File: src/rtl/copor_regs.vh
/*
 * Register offsets, field positions, reset values and link figures of the
 * clock output and PLL override register block.
 * Assumes inclusion by its bare name; definitions only.
 */
`ifndef COPOR_REGS_VH
`define COPOR_REGS_VH

// Register addresses on the serial register port
`define COPOR_ADDR_W 15
`define COPOR_ADDR_EVT_CTRL 15'h0057
`define COPOR_ADDR_PLL_OVR 15'h0058
`define COPOR_ADDR_OSC_TRIM 15'h0059

// Reset values
`define COPOR_RST_EVT_CTRL 8'h00
`define COPOR_RST_PLL_OVR 8'h00
`define COPOR_RST_OSC_TRIM 8'h00

// Event output control fields
`define COPOR_EVT_EN_BIT 7
`define COPOR_EVT_SEL_MSB 2
`define COPOR_EVT_SEL_LSB 0
`define COPOR_EVT_WMASK 8'h87

// Event output select codes
`define COPOR_SEL_UI16 3'h0
`define COPOR_SEL_UI32 3'h1
`define COPOR_SEL_UI64 3'h2
`define COPOR_SEL_TSTAMP 3'h3

// PLL pin override fields
`define COPOR_OVR_EN_BIT 7
`define COPOR_OVR_D_MSB 5
`define COPOR_OVR_D_LSB 4
`define COPOR_OVR_C_MSB 3
`define COPOR_OVR_C_LSB 2
`define COPOR_OVR_SE_BIT 1
`define COPOR_OVR_PLLEN_BIT 0
`define COPOR_OVR_WMASK 8'hbf

// Oscillator trim field
`define COPOR_TRIM_W 7
`define COPOR_TRIM_WMASK 8'h7f

// Divided reference output codes
`define COPOR_REF_OFF 2'h0

// Serial frame: one read flag, 15 address bits, 8 data bits
`define COPOR_FRAME_BITS 5'd24
`define COPOR_HDR_BITS 5'd16

`endif

File: src/rtl/copor_top.v
/*
 * Clock output and PLL override register block: three configuration
 * registers behind the serial register port, the auxiliary event output
 * generator and the PLL pin/register override multiplexer.
 * Assumes the serializer supplies a one-cycle pulse every 8 UI on clk_sys
 * and a reinit level; pins reach this block asynchronously.
 */
`timescale 1ns/1ps
`include "copor_regs.vh"

module copor_top (
  // Clock and reset
  input wire clk_sys,
  input wire arst_n,
  // Serial register port
  input wire spi_sclk,
  input wire spi_cs_n,
  input wire spi_sdi,
  output wire spi_sdo,
  output wire spi_sdo_oe,
  // Serializer timing
  input wire ser_tick_8ui,
  input wire ser_reinit,
  // Timestamp input pin
  input wire timestamp_input,
  // Auxiliary event output pair
  output wire event_output_pair_p,
  output wire event_output_pair_n,
  output wire event_output_drive,
  // PLL configuration pins
  input wire pll_enable_pin,
  input wire single_ended_ref_pin,
  input wire clock_config_pin_a,
  input wire clock_config_pin_b,
  // Calibration engine
  input wire oscillator_calibration_enable,
  input wire oscillator_calibration_done,
  input wire cal_trim_wr,
  input wire [6:0] cal_trim_value,
  // PLL controls
  output reg pll_enable,
  output reg single_ended_ref_input_sel,
  output reg [1:0] divided_ref_out_c_sel,
  output reg [1:0] divided_ref_out_d_sel,
  output wire [6:0] oscillator_frequency_trim
);

  wire [14:0] reg_addr;
  wire reg_wr;
  wire [7:0] reg_wdata;
  reg [7:0] reg_rdata;

  reg [7:0] evt_ctrl_q;
  reg [7:0] pll_ovr_q;
  reg [6:0] trim_q;
  localparam [7:0] trim_rst_val = `COPOR_RST_OSC_TRIM;

  copor_spi_slave u_spi (
    .clk_sys(clk_sys),
    .arst_n(arst_n),
    .spi_sclk(spi_sclk),
    .spi_cs_n(spi_cs_n),
    .spi_sdi(spi_sdi),
    .spi_sdo(spi_sdo),
    .spi_sdo_oe(spi_sdo_oe),
    .reg_addr_q(reg_addr),
    .reg_wr_q(reg_wr),
    .reg_wdata_q(reg_wdata),
    .reg_rdata(reg_rdata)
  );

  // Register file
  always @(posedge clk_sys or negedge arst_n) begin
    if (!arst_n) begin
      evt_ctrl_q <= `COPOR_RST_EVT_CTRL;
      pll_ovr_q <= `COPOR_RST_PLL_OVR;
      trim_q <= trim_rst_val[6:0];
    end else begin
      if (reg_wr && reg_addr == `COPOR_ADDR_EVT_CTRL) begin
        evt_ctrl_q <= reg_wdata & `COPOR_EVT_WMASK;
      end
      if (reg_wr && reg_addr == `COPOR_ADDR_PLL_OVR) begin
        pll_ovr_q <= reg_wdata & `COPOR_OVR_WMASK;
      end
      // Engine update wins over a colliding host write
      if (cal_trim_wr) begin
        trim_q <= cal_trim_value;
      end else if (reg_wr && reg_addr == `COPOR_ADDR_OSC_TRIM) begin
        trim_q <= reg_wdata[6:0];
      end
    end
  end

  // Read mux; unmapped addresses read zero
  always @* begin
    case (reg_addr)
      `COPOR_ADDR_EVT_CTRL: reg_rdata = evt_ctrl_q;
      `COPOR_ADDR_PLL_OVR: reg_rdata = pll_ovr_q;
      `COPOR_ADDR_OSC_TRIM: reg_rdata = {1'b0, trim_q};
      default: reg_rdata = 8'h00;
    endcase
  end

  assign oscillator_frequency_trim = trim_q;

  // Pin synchronisers: three stages, accept when last two agree
  reg [2:0] ts_s_q;
  reg [2:0] pen_s_q;
  reg [2:0] se_s_q;
  reg [2:0] cfa_s_q;
  reg [2:0] cfb_s_q;
  reg ts_f_q;
  reg pen_f_q;
  reg se_f_q;
  reg cfa_f_q;
  reg cfb_f_q;

  function filt;
    input [2:0] s;
    input f;
    begin
      filt = (s[1] == s[2]) ? s[2] : f;
    end
  endfunction

  always @(posedge clk_sys or negedge arst_n) begin
    if (!arst_n) begin
      ts_s_q <= 3'h0;
      pen_s_q <= 3'h0;
      se_s_q <= 3'h0;
      cfa_s_q <= 3'h0;
      cfb_s_q <= 3'h0;
      ts_f_q <= 1'b0;
      pen_f_q <= 1'b0;
      se_f_q <= 1'b0;
      cfa_f_q <= 1'b0;
      cfb_f_q <= 1'b0;
    end else begin
      ts_s_q <= {ts_s_q[1:0], timestamp_input};
      pen_s_q <= {pen_s_q[1:0], pll_enable_pin};
      se_s_q <= {se_s_q[1:0], single_ended_ref_pin};
      cfa_s_q <= {cfa_s_q[1:0], clock_config_pin_a};
      cfb_s_q <= {cfb_s_q[1:0], clock_config_pin_b};
      ts_f_q <= filt(ts_s_q, ts_f_q);
      pen_f_q <= filt(pen_s_q, pen_f_q);
      se_f_q <= filt(se_s_q, se_f_q);
      cfa_f_q <= filt(cfa_s_q, cfa_f_q);
      cfb_f_q <= filt(cfb_s_q, cfb_f_q);
    end
  end

  // Auxiliary event output generator
  wire evt_en = evt_ctrl_q[`COPOR_EVT_EN_BIT];
  wire [2:0] evt_sel = evt_ctrl_q[`COPOR_EVT_SEL_MSB:`COPOR_EVT_SEL_LSB];
  reg [1:0] div_q;
  reg evt_clk_q;
  reg evt_out_q;
  reg div_done;

  always @* begin
    case (evt_sel)
      `COPOR_SEL_UI16: div_done = 1'b1;
      `COPOR_SEL_UI32: div_done = div_q[0];
      `COPOR_SEL_UI64: div_done = &div_q;
      default: div_done = 1'b0;
    endcase
  end

  // Select changes with the output enabled are not guarded; host keeps them out
  always @(posedge clk_sys or negedge arst_n) begin
    if (!arst_n) begin
      div_q <= 2'h0;
      evt_clk_q <= 1'b0;
      evt_out_q <= 1'b0;
    end else begin
      if (!evt_en) begin
        div_q <= 2'h0;
        evt_clk_q <= 1'b0;
        evt_out_q <= 1'b0;
      end else begin
        // Divider restarts with the serializer, so the clock glitches there
        if (ser_reinit) begin
          div_q <= 2'h0;
          evt_clk_q <= 1'b0;
        end else if (ser_tick_8ui) begin
          div_q <= div_done ? 2'h0 : div_q + 2'h1;
          if (div_done) begin
            evt_clk_q <= ~evt_clk_q;
          end
        end
        case (evt_sel)
          `COPOR_SEL_UI16, `COPOR_SEL_UI32, `COPOR_SEL_UI64: evt_out_q <= evt_clk_q;
          `COPOR_SEL_TSTAMP: evt_out_q <= ts_f_q;
          default: evt_out_q <= 1'b0;
        endcase
      end
    end
  end

  assign event_output_pair_p = evt_out_q;
  assign event_output_pair_n = evt_en & ~evt_out_q;
  assign event_output_drive = evt_en;

  // PLL override multiplexer
  wire ovr_en = pll_ovr_q[`COPOR_OVR_EN_BIT];
  reg [1:0] c_sel;
  reg [1:0] d_sel;

  always @* begin
    if (ovr_en) begin
      c_sel = pll_ovr_q[`COPOR_OVR_C_MSB:`COPOR_OVR_C_LSB];
      d_sel = pll_ovr_q[`COPOR_OVR_D_MSB:`COPOR_OVR_D_LSB];
    end else begin
      c_sel = {cfb_f_q, cfa_f_q};
      d_sel = `COPOR_REF_OFF;
    end
  end

  always @(posedge clk_sys or negedge arst_n) begin
    if (!arst_n) begin
      pll_enable <= 1'b0;
      single_ended_ref_input_sel <= 1'b0;
      divided_ref_out_c_sel <= `COPOR_REF_OFF;
      divided_ref_out_d_sel <= `COPOR_REF_OFF;
    end else begin
      pll_enable <= ovr_en ? pll_ovr_q[`COPOR_OVR_PLLEN_BIT] : pen_f_q;
      single_ended_ref_input_sel <= ovr_en ? pll_ovr_q[`COPOR_OVR_SE_BIT] : se_f_q;
      divided_ref_out_c_sel <= c_sel;
      divided_ref_out_d_sel <= (c_sel == `COPOR_REF_OFF) ? `COPOR_REF_OFF : d_sel;
    end
  end

endmodule

File: src/rtl/copor_spi_slave.v
/*
 * Serial register port slave: mode 0 frames of a read flag, a 15-bit
 * address and 8 data bits, most significant bit first.
 * Assumes the port pins are asynchronous to clk_sys and the serial clock
 * is well below a quarter of the system clock.
 */
`timescale 1ns/1ps
`include "copor_regs.vh"

module copor_spi_slave (
  // Clock and reset
  input wire clk_sys,
  input wire arst_n,
  // Serial pins
  input wire spi_sclk,
  input wire spi_cs_n,
  input wire spi_sdi,
  output wire spi_sdo,
  output wire spi_sdo_oe,
  // Register side
  output reg [14:0] reg_addr_q,
  output reg reg_wr_q,
  output reg [7:0] reg_wdata_q,
  input wire [7:0] reg_rdata
);

  reg [2:0] sclk_s_q;
  reg [2:0] cs_s_q;
  reg [2:0] sdi_s_q;
  reg sclk_f_q;
  reg cs_f_q;
  reg sdi_f_q;
  reg [4:0] cnt_q;
  reg [22:0] sh_q;
  reg [7:0] rd_sh_q;
  reg sdo_q;
  reg load_q;

  // Filtered level moves only when second and third stage agree
  wire sclk_new = (sclk_s_q[1] == sclk_s_q[2]) ? sclk_s_q[2] : sclk_f_q;
  wire cs_new = (cs_s_q[1] == cs_s_q[2]) ? cs_s_q[2] : cs_f_q;
  wire sdi_new = (sdi_s_q[1] == sdi_s_q[2]) ? sdi_s_q[2] : sdi_f_q;
  wire rise = sclk_new & ~sclk_f_q;
  wire fall = ~sclk_new & sclk_f_q;

  always @(posedge clk_sys or negedge arst_n) begin
    if (!arst_n) begin
      sclk_s_q <= 3'h0;
      cs_s_q <= 3'h7;
      sdi_s_q <= 3'h0;
      sclk_f_q <= 1'b0;
      cs_f_q <= 1'b1;
      sdi_f_q <= 1'b0;
      cnt_q <= 5'h00;
      sh_q <= 23'h000000;
      rd_sh_q <= 8'h00;
      sdo_q <= 1'b0;
      load_q <= 1'b0;
      reg_addr_q <= 15'h0000;
      reg_wr_q <= 1'b0;
      reg_wdata_q <= 8'h00;
    end else begin
      sclk_s_q <= {sclk_s_q[1:0], spi_sclk};
      cs_s_q <= {cs_s_q[1:0], spi_cs_n};
      sdi_s_q <= {sdi_s_q[1:0], spi_sdi};
      sclk_f_q <= sclk_new;
      cs_f_q <= cs_new;
      sdi_f_q <= sdi_new;
      reg_wr_q <= 1'b0;
      load_q <= 1'b0;
      if (load_q) begin
        rd_sh_q <= reg_rdata;
      end
      if (cs_new) begin
        cnt_q <= 5'h00;
        sdo_q <= 1'b0;
      end else if (rise && cnt_q < `COPOR_FRAME_BITS) begin
        sh_q <= {sh_q[21:0], sdi_new};
        cnt_q <= cnt_q + 5'h01;
        if (cnt_q == `COPOR_HDR_BITS - 5'h01) begin
          reg_addr_q <= {sh_q[13:0], sdi_new};
          load_q <= 1'b1;
        end
        // Write only when the leading flag of the frame was zero
        if (cnt_q == `COPOR_FRAME_BITS - 5'h01 && !sh_q[22]) begin
          reg_wdata_q <= {sh_q[6:0], sdi_new};
          reg_wr_q <= 1'b1;
        end
      end else if (fall && cnt_q >= `COPOR_HDR_BITS && cnt_q < `COPOR_FRAME_BITS) begin
        sdo_q <= rd_sh_q[7];
        rd_sh_q <= {rd_sh_q[6:0], 1'b0};
      end
    end
  end

  assign spi_sdo = sdo_q;
  assign spi_sdo_oe = ~cs_f_q;

endmodule

File: config.mk
export PLATFORM = sky130hd
export DESIGN_NAME = copor_top
export DESIGN_NICKNAME = d
export VERILOG_FILES = /design/src/rtl/copor_top.v /design/src/rtl/copor_spi_slave.v
export VERILOG_INCLUDE_DIRS = /design/src /design/src/rtl
export SDC_FILE = /design/constraint.sdc
export NUM_CORES = 1
export LEC_CHECK = 0
export ABC_CLOCK_PERIOD_IN_PS = 3360
export BUFFER_PORTS_ARGS = -buffer_cell sky130_fd_sc_hd__buf_2
export CORE_MARGIN = 1
export CORE_UTILIZATION = 25
export DETAILED_ROUTE_END_ITERATION = 6
export SLEW_MARGIN = 10
export SYNTH_ARGS = -nofsm -noshare
export SYNTH_HDL_FRONTEND = slang
export SYNTH_SLANG_ARGS = --single-unit
File: constraint.sdc
create_clock -name clk_sys -period 3.36 [get_ports clk_sys]
set_input_delay 0.336 -clock clk_sys [delete_from_list [all_inputs] [get_ports clk_sys]]
set_output_delay 0.336 -clock clk_sys [all_outputs]
set_load 0.005 [all_outputs]
==> results.cfg <==
[critical_path]
path_cells = nor3b_1 -> nand4_1 -> mux2_2
r2r-start = u_spi.reg_addr_q[1]
r2r_slack_ns = 1.00
end_kind = flop
endpoint = pll_ovr_q[7]
rr_endpoint = pll_ovr_q[7]
cpMaxStageDelayCell = nor3b_1
critPathMaxFanout = 7
reg2reg_depth = 3
start_kind = flop
crit_required_ns = 3.65
arrival_ns = 2.65
cpPeakStageDelay_ns = 0.81
crit_type = flop to flop
crit_start = u_spi.reg_addr_q[1]

[power_and_ir_drop]
internal_power_w = 0.00293
finalPower_w = 0.00368
comb_power_share_pct = 4.5
switching_share_pct = 20.4
p_leak_nw = 2.75
clkPwrFrac_pct = 51.2
power_density_nw_per_um2 = 614
p_seq_share_pct = 44.2
switching_power_w = 0.000750
ir_drop_uv = 370

[yosys]
synth_edf_count = 0
ys_types = 49
ys.flop_type = dfrtp_1
netlist.area_leader.share_pct = 60.4
synth_area_um2 = 4890
postSynthCellCount = 357
yosysWarnings = 0
synth_nets = 382
synth-seq-cells = 122
async_reset_ff_share_pct = 100
seq_area_frac_synth_pct = 62.5
yosysTopAreaCell = dfrtp_1
syn_area_per_cell_um2 = 13.7
ys_top_cells_by_area = dfrtp_1 60%, mux2_2 11%, mux2_1 3.0%, dfstp_2 2.1%, mux2i_1 1.6%

[routing]
vias = 2943
viasPerCell = 4.38
wl_per_cell_um = 14.1
ant_nets = 0
first_pass_iters = 4
dr.first_iter.drc_count = 155
totalWireLength_mm = 9.48
drc = 0

[sta]
rsz0062_at_grt = false
setup_ws_ns = 1.00
maxSlewHeadroom_pct = 34.7
finalSetupViolations = 0
skew_ns = 0.00586
report.final.slew_viol_count = 0
fin_setup_tns_ns = 0
fin_crit_sh_pct = 70.2
hold-worst-slack_ns = 0.0335
fin_crit_ns = 2.36
finalHoldViolCount = 0
max_freq_mhz = 424
worst_pin_slew_ns = 0.977

[run]
drv_cap = 0

[grt]
antenna_found_initial = 0
grt_pass1_vias = 3176
grt_usage_pct = 10.6
grt_remaining_overflow = 0
grt_pass1_wl_mm = 16.1
grt_max_degree = 104

[layout]
drive_gt1_share_pct = 32.3
diodes = 0
syn_to_final_growth_pct = 22.4
finalNonFillerCells = 672
final_common_cell = dfrtp_1
layout.cells.most_common_list = 118 x dfrtp_1, 48 x mux2_2, 36 x buf_2
nNetsFinal = 426
fillerInstances = 1876

[floorplanning]
die_h_um = 142
start_util_pct = 25.8
pin_count = 40
core_area_um2 = 19000
fp.dieArea_um2 = 20100
rows = 50
fp.dieW_um = 142

[clocking]
clk_latency_ns = 0.41
cts_inserted_buffers = 17
cts_tree = built
postCtsHoldBufs = 1
clock_path_buffers = 2
cts_sinks = 122
cts_resized = 0
root_buffer = clkbuf_16
path_clk_slew_ns = 0.05
htree_num_levels = 4
post_cts_buffers = 0

[placed_design]
io_buffers = 37
place_ws_ns = 1.07
placed_cells = 641
dp_hpwl_mm = 6.34
gp_congestion = 0.741

[hold_path]
hold_depth = 1
worst_hold_path_type = input pin to flop

[status]
status = finished, final reports clean
-- Yosys cell counts (4+ instances only) --
cell	count
mux2_2	48
a2bb2oi_1	4
buf_2	8
a21oi_1	15
nor2_1	16
and3_1	10
mux2_1	13
nor2b_1	9
o21ai_1	5
dfstp_2	4
inv_1	8
mux2i_1	8
a31oi_1	8
nor3_2	4
o21ai_0	8
dfrtp_1	118
nand2_1	7
clkbuf_1	6
maj3_1	7
-- per-stage QoR --
| step | util (%) | area [um2] |
|---|---|---|
| final | 31.6 | 5990 |
| after floorplan | - | 4890 |
| after global routing | 31.6 | 5990 |
| after global placement | 28.3 | 5360 |
| after CTS | 31.6 | 5990 |
| after detailed placement | 28.3 | 5360 |
-- state kept, by name, summed over array words and instances (netlist names), 4 cells and up --
| name | cells |
|---|---|
| oscillator_frequency_trim | 7 |
| u_spi.reg_addr_q | 15 |
| u_spi.sh_q | 23 |
| evt_ctrl_q | 4 |
| u_spi.rd_sh_q | 8 |
| u_spi.cnt_q | 5 |
| u_spi.reg_wdata_q | 8 |
| pll_ovr_q | 7 |
-- critical path: cells and delay by family, from the launching register on --
kind / cells / cell delay (ns)
flip-flops: 1 / 0.40
multiplexers: 1 / 0.44
AND/OR/NAND/NOR: 2 / 1.40
-- cell type report --
class                   instances  area (um2)  area share, %
flip-flops and latches        122        3060           51.1
inverters                       8        30.0          0.502
clock buffers                  22         474           7.92
repair buffers                 42         240           4.01
well taps                     260         325           5.43
clock inverters                 8         143           2.38
multi-input cells             210        1720           28.7
-- metal layers --
metal / global-route usage, % / vias up / part of all wire, %
met4: 4.19 / 0 / 1.4
met3: 4.59 / 12 / 3.6
met5: 0 / - / 0
met2: 17.5 / 45 / 50
li1: - / 1372 / -
met1: 12.0 / 1514 / 45
-- cell families after synthesis --
family                     count (synthesis)  share of synthesized area (%)
AOI/OAI and AO/OA                         52                           6.78
xor gates and xnor gates                   3                          0.537
adders and majority gates                 11                           2.43
buffers and inverters                     25                           2.43
DFF                                      122                           62.5
muxes                                     69                           15.7
and+or+nand+nor                           75                           9.64
-- power by group through the flow --
| stage | clock network [W] | logic [W] | registers [W] |
|---|---|---|---|
| finish | 0.00188 | 0.000167 | 0.00163 |
| global route | 0.00199 | 0.000191 | 0.00164 |
| CTS | 0.00192 | 0.000172 | 0.00163 |
| detailed placement | 0 | 0.000171 | 0.00165 |
| global placement | 0 | 0.000164 | 0.00165 |
| floorplan | 0 | 0.0000957 | 0.00163 |
-- worst min path at each step --
stage | from | endpoint | slack [ns]
final | clock_config_pin_a | cfa_s_q[0] | 0.03
after global routing | clock_config_pin_b | cfb_s_q[0] | 0.01
after CTS | clock_config_pin_a | cfa_s_q[0] | 0.01
after detailed placement | arst_n | event_output_pair_p | 0.24
after global placement | arst_n | event_output_pair_p | 0.24
after floorplan | arst_n | cfa_f_q | 0.04
Power figures use the tool's default switching activity.
